==> config.mk <==
export PLATFORM = sky130hd
export DESIGN_NAME = ncsr_relay
export DESIGN_NICKNAME = d
export VERILOG_FILES = /design/src/pkg/ncsr_pkg.sv /design/src/design/ncsr_relay.sv
export VERILOG_INCLUDE_DIRS = /design/src /design/src/pkg
export SDC_FILE = /design/constraint.sdc
export NUM_CORES = 1
export LEC_CHECK = 0
export ABC_CLOCK_PERIOD_IN_PS = 3900
export BUFFER_PORTS_ARGS = -buffer_cell sky130_fd_sc_hd__buf_2
export CORE_MARGIN = 3
export CORE_UTILIZATION = 35
export CTS_BUF_LIST = sky130_fd_sc_hd__clkbuf_8
export DETAILED_ROUTE_END_ITERATION = 8
export GPL_ROUTABILITY_DRIVEN = 0
export PLACE_DENSITY = 0.58
export SLEW_MARGIN = 0
export SYNTH_ARGS = -nofsm -noshare
export SYNTH_HDL_FRONTEND = slang
export SYNTH_SLANG_ARGS = --single-unit
==> constraint.sdc <==
create_clock -name i_clk -period 3.9 [get_ports i_clk]
set_input_delay 0.39 -clock i_clk [delete_from_list [all_inputs] [get_ports i_clk]]
set_output_delay 0.39 -clock i_clk [all_outputs]
set_load 0.05 [all_outputs]
==> src/pkg/ncsr_regs.svh <==
// Register offsets, field positions, reset values for the status relay block
`ifndef NCSR_REGS_SVH
`define NCSR_REGS_SVH

// Register byte offsets
`define NCSR_OFS_CTRL 8'h00
`define NCSR_OFS_SETPOINT 8'h04
`define NCSR_OFS_DEADBAND 8'h08
`define NCSR_OFS_STATUS 8'h0c
`define NCSR_OFS_VALUE 8'h10

// Control register fields
`define NCSR_CTRL_MODE_LSB 0
`define NCSR_CTRL_MODE_MSB 3

// Status register fields
`define NCSR_STAT_OPEN_BIT 0
`define NCSR_STAT_TRIP_BIT 1
`define NCSR_STAT_IN_LSB 2
`define NCSR_STAT_IN_MSB 7

// Reset values
`define NCSR_RST_MODE 4'h0
`define NCSR_RST_SETPOINT 16'hffff
`define NCSR_RST_DEADBAND 16'h0000

`endif
==> src/pkg/ncsr_pkg.sv <==
// Types shared by the status relay block
package ncsr_pkg;

  // Contact behaviour selected by software
  typedef enum logic [3:0] {
    NCSR_MODE_DISABLED = 4'h0,
    NCSR_MODE_STARTED = 4'h1,
    NCSR_MODE_HIGH_TEMP = 4'h2,
    NCSR_MODE_NO_ALERT = 4'h3,
    NCSR_MODE_APPL_PROC = 4'h4,
    NCSR_MODE_CTRL_PROC = 4'h5,
    NCSR_MODE_TEMP_TRIP = 4'h6,
    NCSR_MODE_INPUT_TRIP = 4'h7,
    NCSR_MODE_PURGE = 4'h8
  } ncsr_mode_t;

  // Hysteresis state of the setpoint comparison
  typedef enum logic {
    NCSR_TRIP_IDLE = 1'b0,
    NCSR_TRIP_ACTIVE = 1'b1
  } ncsr_trip_t;

  // Controller and appliance status bits
  typedef struct packed {
    logic purging_local;
    logic proc_ctrl_local;
    logic proc_ctrl_any;
    logic alerts_any;
    logic high_temp_any;
    logic running_any;
  } ncsr_status_t;

endpackage

==> src/design/ncsr_relay.sv <==
// Normally-closed status relay decision logic with register port
`timescale 1ns/100ps
`include "ncsr_regs.svh"

// Functional notes
// - Started mode opens the contact while any appliance controller runs.
// - High temperature mode opens the contact while any high temperature alarm exists.
// - No-alert mode opens the contact while no controller has alerts.
// - No-alert mode closes the contact whenever any controller has alerts.
// - Appliance process mode opens while any controller is in process control.
// - Controller process mode opens only while the connected controller is in it.
// - Temperature trip mode opens when the temperature value rises above setpoint.
// - Input trip mode opens when the selected input exceeds its setpoint.
// - Trip clears once value falls below setpoint minus deadband, or when the mode changes.
// - Purge mode opens the contact while the connected controller is purging.
module ncsr_relay #(
  parameter int VAL_W = 16,
  parameter int ADDR_W = 8
) (
  input wire logic i_clk,
  input wire logic i_nrst,
  input wire logic [ADDR_W-1:0] i_addr,
  input wire logic [31:0] i_wdata,
  input wire logic i_wr,
  input wire logic i_rd,
  output logic [31:0] o_rdata,
  input wire ncsr_pkg::ncsr_status_t i_status,
  input wire logic [VAL_W-1:0] i_temp_value,
  input wire logic [VAL_W-1:0] i_input_value,
  output logic o_contact_open,
  output logic o_tripped
);

  // Saturating difference, floor at zero
  function automatic logic [VAL_W-1:0] sat_sub(input logic [VAL_W-1:0] a,
                                               input logic [VAL_W-1:0] b);
    if (a > b) begin
      sat_sub = a - b;
    end else begin
      sat_sub = '0;
    end
  endfunction

  // True for the two setpoint comparison modes
  function automatic logic is_trip_mode(input ncsr_pkg::ncsr_mode_t m);
    is_trip_mode = (m == ncsr_pkg::NCSR_MODE_TEMP_TRIP) ||
                   (m == ncsr_pkg::NCSR_MODE_INPUT_TRIP);
  endfunction

  // Address match for one register
  function automatic logic hit(input logic [ADDR_W-1:0] a, input logic [7:0] ofs);
    hit = (a == ADDR_W'(ofs));
  endfunction

  ncsr_pkg::ncsr_mode_t mode_q;
  ncsr_pkg::ncsr_mode_t mode_prev_q;
  logic [VAL_W-1:0] setpoint_q;
  logic [VAL_W-1:0] deadband_q;
  ncsr_pkg::ncsr_status_t stat_meta_q;
  ncsr_pkg::ncsr_status_t stat_q;
  ncsr_pkg::ncsr_trip_t trip_q;
  ncsr_pkg::ncsr_trip_t trip_d;
  logic [VAL_W-1:0] value;
  logic [VAL_W-1:0] release_lvl;
  logic open_q;
  logic open_d;
  logic [31:0] rdata_q;
  logic [31:0] rdata_d;

  // Status pins cross in through two flops
  always_ff @(posedge i_clk or negedge i_nrst) begin
    if (!i_nrst) begin
      stat_meta_q <= '0;
      stat_q <= '0;
    end else begin
      stat_meta_q <= i_status;
      stat_q <= stat_meta_q;
    end
  end

  // Mode register; unknown codes fall back to disabled
  always_ff @(posedge i_clk or negedge i_nrst) begin
    if (!i_nrst) begin
      mode_q <= ncsr_pkg::ncsr_mode_t'(`NCSR_RST_MODE);
    end else if (i_wr && hit(i_addr, `NCSR_OFS_CTRL)) begin
      if (i_wdata[`NCSR_CTRL_MODE_MSB:`NCSR_CTRL_MODE_LSB] <= 4'h8) begin
        mode_q <= ncsr_pkg::ncsr_mode_t'(i_wdata[`NCSR_CTRL_MODE_MSB:`NCSR_CTRL_MODE_LSB]);
      end else begin
        mode_q <= ncsr_pkg::NCSR_MODE_DISABLED;
      end
    end
  end

  // Setpoint and deadband registers
  always_ff @(posedge i_clk or negedge i_nrst) begin
    if (!i_nrst) begin
      setpoint_q <= `NCSR_RST_SETPOINT;
      deadband_q <= `NCSR_RST_DEADBAND;
    end else if (i_wr) begin
      if (hit(i_addr, `NCSR_OFS_SETPOINT)) begin
        setpoint_q <= i_wdata[VAL_W-1:0];
      end
      if (hit(i_addr, `NCSR_OFS_DEADBAND)) begin
        deadband_q <= i_wdata[VAL_W-1:0];
      end
    end
  end

  // Selected analogue value and release threshold
  always_comb begin
    if (mode_q == ncsr_pkg::NCSR_MODE_TEMP_TRIP) begin
      value = i_temp_value;
    end else begin
      value = i_input_value;
    end
    release_lvl = sat_sub(setpoint_q, deadband_q);
  end

  // Hysteresis: set above setpoint, clear below setpoint minus deadband
  always_comb begin
    trip_d = trip_q;
    if (!is_trip_mode(mode_q) || (mode_q != mode_prev_q)) begin
      trip_d = ncsr_pkg::NCSR_TRIP_IDLE;
    end else begin
      case (trip_q)
        ncsr_pkg::NCSR_TRIP_IDLE: begin
          if (value > setpoint_q) begin
            trip_d = ncsr_pkg::NCSR_TRIP_ACTIVE;
          end
        end
        ncsr_pkg::NCSR_TRIP_ACTIVE: begin
          if (value < release_lvl) begin
            trip_d = ncsr_pkg::NCSR_TRIP_IDLE;
          end
        end
        default: begin
          trip_d = ncsr_pkg::NCSR_TRIP_IDLE;
        end
      endcase
    end
  end

  // Trip state and last mode, so a mode change restarts the comparison
  always_ff @(posedge i_clk or negedge i_nrst) begin
    if (!i_nrst) begin
      trip_q <= ncsr_pkg::NCSR_TRIP_IDLE;
      mode_prev_q <= ncsr_pkg::NCSR_MODE_DISABLED;
    end else begin
      trip_q <= trip_d;
      mode_prev_q <= mode_q;
    end
  end

  // Contact decision per mode; high means contact open
  always_comb begin
    case (mode_q)
      ncsr_pkg::NCSR_MODE_DISABLED: open_d = 1'b0;
      ncsr_pkg::NCSR_MODE_STARTED: open_d = stat_q.running_any;
      ncsr_pkg::NCSR_MODE_HIGH_TEMP: open_d = stat_q.high_temp_any;
      ncsr_pkg::NCSR_MODE_NO_ALERT: open_d = !stat_q.alerts_any;
      ncsr_pkg::NCSR_MODE_APPL_PROC: open_d = stat_q.proc_ctrl_any;
      ncsr_pkg::NCSR_MODE_CTRL_PROC: open_d = stat_q.proc_ctrl_local;
      ncsr_pkg::NCSR_MODE_TEMP_TRIP,
      ncsr_pkg::NCSR_MODE_INPUT_TRIP: open_d = (trip_d == ncsr_pkg::NCSR_TRIP_ACTIVE);
      ncsr_pkg::NCSR_MODE_PURGE: open_d = stat_q.purging_local;
      default: open_d = 1'b0;
    endcase
  end

  // Registered contact drive, closed from reset
  always_ff @(posedge i_clk or negedge i_nrst) begin
    if (!i_nrst) begin
      open_q <= 1'b0;
    end else begin
      open_q <= open_d;
    end
  end

  // Read mux; unmapped offsets read zero
  always_comb begin
    rdata_d = '0;
    if (i_rd) begin
      if (hit(i_addr, `NCSR_OFS_CTRL)) begin
        rdata_d[`NCSR_CTRL_MODE_MSB:`NCSR_CTRL_MODE_LSB] = mode_q;
      end else if (hit(i_addr, `NCSR_OFS_SETPOINT)) begin
        rdata_d[VAL_W-1:0] = setpoint_q;
      end else if (hit(i_addr, `NCSR_OFS_DEADBAND)) begin
        rdata_d[VAL_W-1:0] = deadband_q;
      end else if (hit(i_addr, `NCSR_OFS_STATUS)) begin
        rdata_d[`NCSR_STAT_OPEN_BIT] = open_q;
        rdata_d[`NCSR_STAT_TRIP_BIT] = (trip_q == ncsr_pkg::NCSR_TRIP_ACTIVE);
        rdata_d[`NCSR_STAT_IN_MSB:`NCSR_STAT_IN_LSB] = stat_q;
      end else if (hit(i_addr, `NCSR_OFS_VALUE)) begin
        rdata_d[VAL_W-1:0] = value;
      end
    end
  end

  // Read data stands only in the cycle after the strobe
  always_ff @(posedge i_clk or negedge i_nrst) begin
    if (!i_nrst) begin
      rdata_q <= '0;
    end else begin
      rdata_q <= rdata_d;
    end
  end

  assign o_rdata = rdata_q;
  assign o_contact_open = open_q;
  assign o_tripped = (trip_q == ncsr_pkg::NCSR_TRIP_ACTIVE);

endmodule

# ---- After elaboration in Yosys (flattened, before gate mapping)
# Cells that the tools add are included.
dict set report totals {
  register_bits 70
  inputBits 82
  out_inout_bits 34
  word_cells 63
}
dict set report classes {
  n_addsub 1
  magnitude_cmp 4
  n_eq_ne 13
  n_mux 16
  n_bitwise 1
  n_reduce_logical 9
}
# operator n
set ops {}
lappend ops {{$mux 16} 6}
lappend ops {{$gt 16x16->1} 2}
lappend ops {{$eq 4x3->1 const B} 4}
lappend ops {{$eq 8x4->1 const B} 2}
lappend ops {{$lt 16x16->1} 1}
lappend ops {{$mux 8} 2}
lappend ops {{$sub 16x16->16} 1}
lappend ops {{$mux 12} 1}
lappend ops {{$eq 4x2->1 const B} 2}
lappend ops {{$eq 8x3->1 const B} 1}
lappend ops {{$eq 8x5->1 const B} 1}
lappend ops {{$logic_not 8->1} 1}
lappend ops {{$mux 4} 2}
lappend ops {{$pmux 1 s7} 1}
lappend ops {{$eq 4x1->1 const B} 1}
lappend ops {{$eq 4x4->1 const B} 1}
lappend ops {{$le 4x4->1 const B} 1}
lappend ops {{$ne 4x4->1} 1}
lappend ops {{$reduce_and 2->1} 2}
lappend ops {{$mux 1} 3}
lappend ops {{$logic_not 1->1} 2}
lappend ops {{$logic_or 1x1->1} 2}
lappend ops {{$pmux 1 s2} 1}
lappend ops {{$reduce_or 2->1} 1}
lappend ops {{2 further kinds} 2}

# ---- Depth between registers and ports, before layout
# Gate-level depths: netlist (run 1).
dict set report depth {
  ltp_word 8
  ltp_mapped 20
}

# ---- Worst setup path before layout (run 1)
# OpenSTA, ideal clock, no wires.
dict set report synth_path {
  path_kind {flip-flop to flip-flop}
  startpoint {register setpoint_q[0]}
  endpoint {register open_q, in the netlist o_contact_open}
  arrival_time_ns 3.840
  required_ns 3.766
  path_slack_ns -0.074
  path_stages_with_launch 21
  path_buffers 2
  synth_period_minus_slack_ns 3.974
  cell_sequence {dfstp_2 inv_1 ha_1 inv_1 fa_1 a21o_1 a21oi_1 o21a_1 o31ai_1 and2_1 buf_2 buf_2 nand2_1 ha_1 a21oi_1 o21ai_0 a2111o_1 o221ai_1 a21oi_1 a2111oi_2 o21ai_0}
}
dict set report synth_between {
  elab_chain_len 7
  elab_cells_between_ends 10
  classes_between {add/sub: 1; order compare: 3; mux: 6}
}
# element line_no
set synth_rtl {}
lappend synth_rtl {{from (decl)} ncsr_relay.sv:57} ;# logic [VAL_W-1:0] setpoint_q;
lappend synth_rtl {{from (signal assigned)} ncsr_relay.sv:97} ;# setpoint_q <= `NCSR_RST_SETPOINT;
lappend synth_rtl {{from (signal assigned)} ncsr_relay.sv:101} ;# setpoint_q <= i_wdata[VAL_W-1:0];
lappend synth_rtl {{$sub 16x16->16 / $gt 16x16->1 (equally long branches)} {ncsr_relay.sv:38, ncsr_relay.sv:37}}
lappend synth_rtl {{$mux 16} ncsr_relay.sv:37} ;# if (a > b) begin
lappend synth_rtl {{$lt 16x16->1} ncsr_relay.sv:132} ;# if (value < release_lvl) begin
lappend synth_rtl {{$mux 1} ncsr_relay.sv:132}
lappend synth_rtl {{$pmux 1 s2 (*)} ncsr_relay.sv:125} ;# case (trip_q)
lappend synth_rtl {{$mux 1 (*)} ncsr_relay.sv:122} ;# if (!is_trip_mode(mode_q) || (mode_q != mode_prev_q)) begin
lappend synth_rtl {{$pmux 1 s7 (*)} ncsr_relay.sv:156} ;# case (mode_q)
lappend synth_rtl {{named net open_d} ncsr_relay.sv:66} ;# logic open_d;
lappend synth_rtl {{to (signal assigned)} ncsr_relay.sv:175} ;# open_q <= open_d;
lappend synth_rtl {{to (decl)} ncsr_relay.sv:65} ;# logic open_q;
# Mark *: on every way through the listed nets, which the timed path passes. The rest lies on a longest branch.
# A chain may end at the register's enable or synchronous reset.

# ---- Worst setup path in the final report (run 1)
dict set report layout_path {
  startpoint {register setpoint_q[1]}
  endpoint {register open_q, in the netlist o_contact_open}
}
# Same word-level chain as after synthesis.

==> results of run 1 <==
cell families (layout without fill, tap and decap cells):
kind of cell | after synthesis | count (layout) | share of synthesized area, %
buffers and inverters | 68 | 172 | 7.36
XOR/XNOR | 11 | 11 | 2.05
adder cells (fa/ha/maj) | 48 | 48 | 12.9
AND/OR/NAND/NOR | 108 | 108 | 11.7
flip-flops | 70 | 70 | 37.6
AO/OA/AOI/OAI | 99 | 99 | 14.3
other | 1 | 16 | 0.0796
multiplexers | 52 | 52 | 13.9
state kept, by name, indices dropped and copies added (netlist names):
signal,cells
setpoint_q,16
o_rdata,16
mode_prev_q,4
mode_q,4
stat_meta_q,6
stat_q,6
o_tripped,1
o_contact_open,1
deadband_q,16
path summary, 6_finish.rpt:
path | endpoint | start | cells after the start | slack (ns)
max | o_contact_open | setpoint_q[1] | 16 | 0.23
min reg2reg | stat_q[2] | stat_meta_q[2] | 0 | 0.35
max in group asynchronous | mode_prev_q[2] | i_nrst | 2 | 2.89
min | deadband_q[11] | i_nrst | 1 | 0.02
max reg2reg | o_contact_open | setpoint_q[1] | 16 | 0.23
min in group i_clk | stat_meta_q[4] | i_status[4] | 1 | 0.13
placed cells by master, fill, tap and decap left out, types with 4 or more instances in the layout:
master and instances:
xnor2_1 7, mux2_4 20, nand2_1 40, o21ai_0 16
a21o_1 4, nand3b_1 4, buf_4 33, nand2b_1 8
clkbuf_8 9, ha_1 46, dfrtp_1 54, a22oi_1 5
nand4_1 7, inv_1 41, a222oi_1 15, buf_2 83
o21a_1 4, a21oi_1 33, dfstp_2 16, xor2_1 4
conb_1 16, mux2_2 29, nor2_1 26
report_power, final:
group | internal, mW | switching [mW]
clock | 0.297 | 0.297
combinational | 0.336 | 0.389
sequential | 0.757 | 0.0205
total | 1.39 | 0.706
final cells by class:
class                           count  share of cell area (%)
Multi-Input combinational cell    334                    47.5
Sequential cell                    70                    31.0
Timing Repair Buffer              116                    11.6
Tap cell                          172                    3.77
Inverter                           40                    2.63
Clock buffer                        9                    2.17
Clock inverter                      7                    1.29
metrics by stage:
step | setup WS [ns] | TNS (ns) | hold WS, ns
detailed placement | -0.0228 | -0.0228 | 0.336
finish | 0.232 | 0 | 0.0153
CTS | 0.0103 | 0 | 0.0178
global route | 0.00480 | 0 | 0.0420
floorplan | 0.0225 | 0 | 0.0944
global placement | -0.000683 | -0.000683 | 0.336
routing by layer:
metal,GRT usage [%],vias up
met5,0,-
met4,5.53,0
met3,2.51,14
met2,27.3,107
met1,24.1,1834
li1,-,1848
what timing repair did:
item                                    4_1_cts  5_1_grt
endpoints found under the setup margin        1        2
pin swaps                                     0        5
resized for setup                             2        9
==> impl_metrics.csv, run 1 <==
group,metric,value,unit
critical_path,cpMostUsedCell,"ha_1",
critical_path,cp-end-kind,"flip-flop",
sta,post-route-period-util,94.1,%
critical_path,critPathKind,"flip-flop to flip-flop",
logic_synthesis,synth-edff-count,0,
finish,final_nets,701,
route,vias_per_cell,5.08,
finish,seqCellArea,0.00177,mm²
cts,clk_path_buf_depth,2,
power_and_ir_drop,finalPower,2.10,mW
route,met2RoutedLength,5.63,mm
logic_synthesis,syn_inst,457,
route,drc,0,
placed_design,io_buffers,83,
cts,clk_latency,0.36,ns
logic_synthesis,syn_avg_cell_area,10.3,µm²
power_and_ir_drop,power_density,367,mW/mm²
sta,finClkSkew,0.00857,ns
sta,worst_pin_slew,0.638,ns
finish,postLayoutCoreUtil,44.4,%
finish,layout-drive-gt1-share,37.3,%
placed_design,place_area,0.00545,mm²
logic_synthesis,syn_area,0.00471,mm²
sta,relSlewSlack,57.5,%
grt,grt_overflow,0,
logic_synthesis,ys.flop_type,"dfrtp_1",
die,dieArea,0.0149,mm²
logic_synthesis,synth_warnings,0,
placed_design,hpwl,9.57,mm
cts,cts_sinks,70,
critical_path,cp_cell_sequence,"ha_1, nor2b_1, o31a_1, o41ai_4, o31ai_1, a21o_1, a211oi_2, mux2_2, ha_1, nand2_1, nor3_2, buf_4, o221ai_2, a21oi_2, a2111oi_4, o21ai_1",
critical_path,cp-start-kind,"flip-flop",
cts,clk_pin_slew_worst_paths,0.08,ns
die,rows,41,
sta,fin_crit,3.67,ns
power_and_ir_drop,ir_drop,0.141,mV
cts,cts_tree,"yes",
flow_run,maxCapViolCount,0,
logic_synthesis,yosys.cell_count.top_type,"dfrtp_1",
status,status,"completed",
die,die_x,122,µm
route,route.met3.wl,638,µm
die,io_pins,116,
finish,multi_input_area,0.00272,mm²
route,wl_per_cell,16.4,µm
die,initial_core_util,36.6,%
finish,area_delta_synth_final,21.3,%
grt,grt_pass1_wl,19.7,mm
grt,grt_pass1_vias,3787,
route,ant_nets,0,
cts,root_buffer,"clkbuf_8",
power_and_ir_drop,p_leak,2.74,nW
critical_path,cpPeakStageDelay,0.54,ns
logic_synthesis,ys_seq_area_share,37.6,%
route,drt-met1-wl,5.82,mm
placed_design,placed_cells,732,
cts,cts_hold_buf,0,
critical_path,critPathTopFamily,"compound AO/OA/AOI/OAI gates",
logic_synthesis,synthTopCellsByCount,"dfrtp_1 (54), ha_1 (47), inv_1 (40), nand2_1 (40), a21oi_1 (34)",
cts,htree_levels,3,
die,core_area,0.0129,mm²
critical_path,critPathMaxFanout,2,
finish,design_area,0.00571,mm²
logic_synthesis,synth_top_area_share,28.7,%
route,totalWireLength,12.3,mm
route,top_layer,"met4",
logic_synthesis,synth-seq-cells,70,
sta,final_hold_viol_count,0,
critical_path,slowest_stage,"dfstp_2",
sta,setup_viol,0,
critical_path,arrival,3.91,ns
route,drt_iter0_drc,185,
sta,maxSlewViolCount,0,
logic_synthesis,synth_cell_types,56,
cts,cts_setup_buffers,0,
finish,fillCellCount,1271,
critical_path,crit_buf_inv,1,
worst_hold_path,hold_class,"input port to async pin",
finish,antenna_cells,0,
logic_synthesis,synth_area_leaders,"dfrtp_1 (29%), ha_1 (12%), dfstp_2 (8.9%), mux2_2 (6.9%), mux2_4 (6.4%)",
route,dr_total_vias,3803,
finish,final_cell_count_no_fill,748,
grt,antenna_found_initial,0,
route,drt-pass1-iter-count,6,
sta,rsz0062_at_grt,"no",
logic_synthesis,synthArstFlopShare,100,%
cts,numCtsBuffers,9,
die,die_h,122,µm
sta,fmax,0.273,GHz
critical_path,cp.required,4.14,ns
grt,grt_usage,17.2,%
logic_synthesis,synth_top_area_cell,"dfrtp_1",
grt,grt_max_degree,47,
No activity file was read; power rests on OpenSTA's default activity.
==> inputs of run 2 (changes only) <==
--- a/config.mk
+++ b/config.mk
@@ -13,7 +13,7 @@
 export CTS_BUF_LIST = sky130_fd_sc_hd__clkbuf_8
 export DETAILED_ROUTE_END_ITERATION = 8
 export GPL_ROUTABILITY_DRIVEN = 0
-export PLACE_DENSITY = 0.58
+export PLACE_DENSITY = 0.7
 export SLEW_MARGIN = 0
 export SYNTH_ARGS = -nofsm -noshare
 export SYNTH_HDL_FRONTEND = slang
==> run 2 against run 1 <==
Against the previous run:
- critical path depth up 2
- clock power is 8.1% lower
- final cell count is 0.80% lower
- count of clock-buffer cells in the layout unchanged
- sequential power hardly changed
- first-iteration DRC count increased by 78%
- power barely moved
- core utilization fell by 0.31 points
- cell area shrank 0.70%
==> impl_metrics.csv, run 2 (same netlist as run 1, synthesis figures left out) <==
group,metric,value,unit
status,status,"completed",
grt,grt_usage,17.4,%
die,io_pins,116,
cts,clk_path_buf_depth,2,
route,drt_iter0_drc,330,
cts,cts_sinks,70,
placed_design,post-place-ws,-0.0735,ns
critical_path,cp-end-kind,"flip-flop",
route,totalWireLength,12.6,mm
route,ant_nets,0,
finish,postLayoutCoreUtil,44.1,%
flow_run,maxCapViolCount,0,
placed_design,io_buffers,83,
placed_design,placed_cells,720,
cts,root_buffer,"clkbuf_8",
placed_design,hpwl,9.45,mm
cts,clk_pin_slew_worst_paths,0.08,ns
sta,setup_ws,0.0841,ns
route,drc,0,
route,vias_per_cell,5.27,
sta,setup_viol,0,
sta,worst_pin_slew,0.628,ns
sta,finClkSkew,0.0104,ns
grt,grt_overflow,0,
critical_path,arrival,4.07,ns
finish,layout_commonest_cell,"buf_2",
power_and_ir_drop,power_density,369,mW/mm²
die,initial_core_util,36.6,%
worst_hold_path,hold_class,"input port to flip-flop",
grt,grt_pass1_vias,4016,
sta,post-route-period-util,97.8,%
die,rows,41,
finish,antenna_cells,0,
grt,antenna_found_initial,0,
critical_path,cp-start-kind,"flip-flop",
sta,maxSlewViolCount,0,
placed_design,place_area,0.00536,mm²
finish,area_delta_synth_final,20.5,%
cts,htree_levels,3,
critical_path,cp.required,4.15,ns
sta,relSlewSlack,58.1,%
finish,final_cell_count_no_fill,742,
sta,fin_crit,3.82,ns
die,die_h,122,µm
sta,whs,0.122,ns
finish,final_nets,695,
critical_path,critPathKind,"flip-flop to flip-flop",
cts,cts_tree,"yes",
power_and_ir_drop,ir_drop,0.133,mV
die,dieArea,0.0149,mm²
sta,final_hold_viol_count,0,
critical_path,critPathMaxFanout,5,
finish,layout_common_cells,"buf_2 (83), dfrtp_1 (54), ha_1 (46), inv_1 (39), nand2_1 (39)",
grt,grt_pass1_wl,20.1,mm
die,core_area,0.0129,mm²
finish,design_area,0.00567,mm²
route,drt-pass1-iter-count,6,
cts,clk_latency,0.37,ns
power_and_ir_drop,p_leak,2.71,nW
route,wl_per_cell,16.9,µm
die,die_x,122,µm
route,dr_total_vias,3913,
finish,layout-drive-gt1-share,37.4,%
sta,fmax,0.262,GHz
grt,grt_max_degree,32,
cts,numCtsBuffers,9,
==> run 2: metal layers <==
metal	GRT usage [%]	share of wire, %	vias up
li1	-	-	1832
met1	21.7	41	1871
met2	28.5	47	177
met3	4.27	8.4	33
met4	7.70	3.7	0
met5	0	0	-
==> run 2: final cells by class <==
class                      instances  area (µm²)
multi-input combinational        334        2740
fill                            1242        7200
timing repair buffer             110         621
inverter                          40         150
clock inverter                     7        57.6
sequential                        70        1770
clock buffer                       9         124
tap                              172         215
==> run 2: where the power goes <==
part           internal (mW)  switching (mW)
clock                  0.239           0.307
combinational          0.363           0.407
sequential             0.757          0.0227
total                   1.36           0.737
==> run 2: stage by stage <==
| stage | TNS [ns] | power [mW] |
|---|---|---|
| finish | 0 | 2.09 |
| global route | -0.131 | 2.23 |
| CTS | 0 | 2.03 |
| detailed placement | -0.0992 | 1.46 |
| global placement | 0 | 1.43 |
| floorplan | 0 | 1.25 |
==> run 2: critical path, cell delays in order, from the launching register on <==
cell and delay (ns):
dfstp_2 0.54, inv_1 0.04, ha_1 0.20, inv_1 0.08, fa_2 0.21, a21o_1 0.11
a21oi_1 0.08, o21a_1 0.23, o31ai_2 0.30, and2_4 0.22, buf_4 0.10, buf_4 0.10
nand2_1 0.05, ha_1 0.28, a2111o_1 0.47, o221ai_2 0.18, a21oi_2 0.08, a2111oi_4 0.35
o21ai_1 0.09
==> run 2: final timing paths <==
path                                 from  slack, ns  cells past startpoint              to
max                         setpoint_q[0]       0.08                     18  o_contact_open
min                           i_status[2]       0.12                      1  stat_meta_q[2]
max reg2reg                 setpoint_q[0]       0.08                     18  o_contact_open
min reg2reg                stat_meta_q[1]       0.35                      0       stat_q[1]
max in group asynchronous          i_nrst       2.55                      3   setpoint_q[0]
min in group asynchronous          i_nrst       0.52                      2  deadband_q[13]
==> run 2: timing repair <==
item	CTS	global route
hold buffers	1	0
endpoints found under the setup margin	2	2
setup buffers	0	5
pin swaps	1	8
endpoints found under the hold margin	16	0
gates resized for setup	3	14
==> inputs of run 3 (changes only) <==
--- a/config.mk
+++ b/config.mk
@@ -6,14 +6,16 @@
 export SDC_FILE = /design/constraint.sdc
 export NUM_CORES = 1
 export LEC_CHECK = 0
+export ABC_AREA = 1
 export ABC_CLOCK_PERIOD_IN_PS = 3900
 export BUFFER_PORTS_ARGS = -buffer_cell sky130_fd_sc_hd__buf_2
 export CORE_MARGIN = 3
-export CORE_UTILIZATION = 35
+export CORE_UTILIZATION = 51
 export CTS_BUF_LIST = sky130_fd_sc_hd__clkbuf_8
+export CTS_CLUSTER_SIZE = 40
 export DETAILED_ROUTE_END_ITERATION = 8
 export GPL_ROUTABILITY_DRIVEN = 0
-export PLACE_DENSITY = 0.7
+export PLACE_DENSITY = 0.91
 export SLEW_MARGIN = 0
 export SYNTH_ARGS = -nofsm -noshare
 export SYNTH_HDL_FRONTEND = slang
==> run 3 against run 2 <==
Against the previous run:
- synthesized cell count grew 29%
- area after synthesis rose by 3.8%
- via count rose by 15%
- non-clock buffer count shrank 23
- wire length increased by 0.70%
- highest routed layer unchanged
==> impl_metrics.csv, run 3 <==
group,metric,value,unit
critical_path,cpPeakStageDelay,0.58,ns
route,drc,0,
logic_synthesis,synth_top_family_by_area,"compound AO/OA/AOI/OAI gates",
critical_path,cp.required,4.13,ns
logic_synthesis,synth_warnings,0,
finish,final_nets,800,
critical_path,cp_cell_sequence,"inv_1, ha_1, inv_1, fa_1, nand2_1, nand2_1, nand3_1, nand2_2, nand2_1, nand2_1, and2_1, buf_4, a21boi_0, o21ai_0, ha_1, nand2_1, nor2_1, a211oi_1, nand2_1, nand2_1, nand2_1, nand2_1, nand2_1",
placed_design,placed_cells,788,
logic_synthesis,synth_compound_area_share,17.4,%
critical_path,reg2reg_to,"o_contact_open",
logic_synthesis,syn_inst,588,
worst_hold_path,hp-start,"i_status[3]",
cts,cts_setup_buffers,0,
critical_path,critPathTopFamily,"simple AND/OR/NAND/NOR gates",
logic_synthesis,synth_area_leaders,"dfrtp_1 (28%), ha_1 (12%), nand2_1 (8.9%), dfstp_2 (8.6%), inv_1 (7.3%)",
finish,antenna_cells,0,
status,status,"completed",
cts,cts_resized,0,
worst_hold_path,holdPathStages,1,
route,dr_total_vias,4488,
sta,post-route-period-util,88.3,%
logic_synthesis,ys_seq_area_share,36.2,%
grt,grt_max_degree,51,
logic_synthesis,synthMuxAreaShare,3.84,%
grt,grt_pass1_vias,4365,
cts,root_buffer,"clkbuf_8",
critical_path,reg2reg_depth,23,
logic_synthesis,synth_top_area_share,27.6,%
critical_path,slowest_stage,"dfstp_2",
cts,cts_tree,"yes",
logic_synthesis,syn_area,0.00489,mm²
sta,relSlewSlack,27.8,%
critical_path,cpMostUsedCell,"nand2_1",
critical_path,regToRegSetupSlack,0.45,ns
die,die_h,104,µm
cts,clk_latency,0.35,ns
route,ant_nets,0,
cts,htree_levels,3,
sta,tns,0,ns
critical_path,cp-start-kind,"flip-flop",
cts,clk_pin_slew_worst_paths,0.08,ns
sta,rsz0062_at_grt,"no",
logic_synthesis,syn_avg_cell_area,8.32,µm²
grt,grtUsageMet3,4.66,%
cts,numCtsBuffers,9,
sta,setup_viol,0,
cts,cts_hold_buf,0,
grt,met2_usage,38.0,%
sta,fmax,0.290,GHz
logic_synthesis,synth-xor-area-share,0.896,%
finish,fillCellCount,759,
route,totalWireLength,12.7,mm
die,dieArea,0.0108,mm²
placed_design,io_buffers,83,
die,rows,35,
die,initial_core_util,52.7,%
logic_synthesis,ys.flop_type,"dfrtp_1",
finish,layout_common_cells,"nand2_1 (116), inv_1 (95), buf_2 (83), dfrtp_1 (54), ha_1 (47)",
grt,antenna_found_initial,0,
sta,worst_pin_slew,1.08,ns
finish,final_cell_count_no_fill,804,
power_and_ir_drop,finalPower,2.09,mW
route,drt-pass1-iter-count,5,
grt,grt_overflow,0,
logic_synthesis,yosys.cell_count.top_type,"nand2_1",
logic_synthesis,synth_top_area_cell,"dfrtp_1",
cts,clk_path_buf_depth,2,
grt,grt_pass1_wl,20.8,mm
logic_synthesis,synthTopCellsByCount,"nand2_1 (116), inv_1 (95), dfrtp_1 (54)",
worst_hold_path,hold_class,"input port to flip-flop",
sta,maxSlewViolCount,0,
critical_path,crit_buf_inv,3,
critical_path,critPathKind,"flip-flop to flip-flop",
critical_path,cp-end-kind,"flip-flop",
route,drt_iter0_drc,470,
critical_path,regToRegStartpoint,"setpoint_q[0]",
die,core_area,0.00928,mm²
power_and_ir_drop,power_density,374,mW/mm²
critical_path,critPathMaxFanout,8,
logic_synthesis,synth_cell_types,46,
placed_design,hpwl,9.87,mm
die,io_pins,116,
logic_synthesis,synth-edff-count,0,
critical_path,arrival,3.68,ns
logic_synthesis,synth-seq-cells,70,
logic_synthesis,yosys.area_share.simple,17.3,%
power_and_ir_drop,ir_drop,0.169,mV
route,wl_per_cell,15.7,µm
finish,area_delta_synth_final,14.0,%
logic_synthesis,synth_fa_ha_area_share,12.4,%
worst_hold_path,whs_endpoint,"stat_meta_q[3]",
sta,fin_crit,3.45,ns
flow_run,maxCapViolCount,0,
finish,layout-drive-gt1-share,24.3,%
grt,met1_usage,30.5,%
cts,cts_sinks,70,
sta,finClkSkew,0.00684,ns
logic_synthesis,synthArstFlopShare,100,%
die,die_x,104,µm
route,vias_per_cell,5.58,
finish,postLayoutCoreUtil,60.0,%
power_and_ir_drop,p_leak,2.82,nW
sta,final_hold_viol_count,0,
finish,layout_commonest_cell,"nand2_1",
critical_path,cp.depth,23,
grt,grt_usage,23.6,%
grt,grt.busiest_layer,"met2",
-- run 3: metal layers --
metal | share of wire, % | vias up
li1 | - | 2096
met1 | 41 | 2072
met2 | 46 | 263
met3 | 9.3 | 57
met4 | 3.9 | 0
met5 | 0 | -
-- run 3: cell type report --
cell class,instances,area [µm²],share of cell area (%)
Sequential cell,70,1770,31.8
Multi-Input combinational cell,405,2600,46.7
Clock inverter,7,106,1.91
Inverter,97,364,6.53
Timing Repair Buffer,87,445,7.99
Tap cell,129,161,2.90
Clock buffer,9,124,2.22
-- run 3: cell families (layout without fill, tap and decap cells) --
logic type	count (synthesis)	count (layout)
AOI/OAI and AO/OA	130	130
and+or+nand+nor	192	192
muxes	14	14
buffers and inverters	128	200
DFF	70	70
adders and majority gates	48	48
other	1	16
xor gates and xnor gates	5	5
-- run 3: per-stage QoR --
stage	worst slack, ns	hold WS, ns	cell area [µm²]
floorplan	0.940	0.0944	4950
global placement	0.633	0.331	5340
detailed placement	0.517	0.335	5340
CTS	0.494	0.119	5570
global route	0.160	0.126	5570
finish	0.455	0.141	5570
-- run 3: worst max path at each step --
stage,to,slack [ns],start
3_5_place_dp,o_contact_open,0.52,setpoint_q[0]
2_1_floorplan,o_contact_open,0.94,setpoint_q[0]
4_1_cts,o_contact_open,0.49,setpoint_q[0]
5_1_grt,o_contact_open,0.16,setpoint_q[0]
6_report,o_contact_open,0.45,setpoint_q[0]
3_3_place_gp,o_contact_open,0.63,setpoint_q[0]
-- run 3: power breakdown --
group,switching (mW),internal [mW]
Sequential,0.0298,0.762
Clock,0.297,0.370
Combinational,0.389,0.239
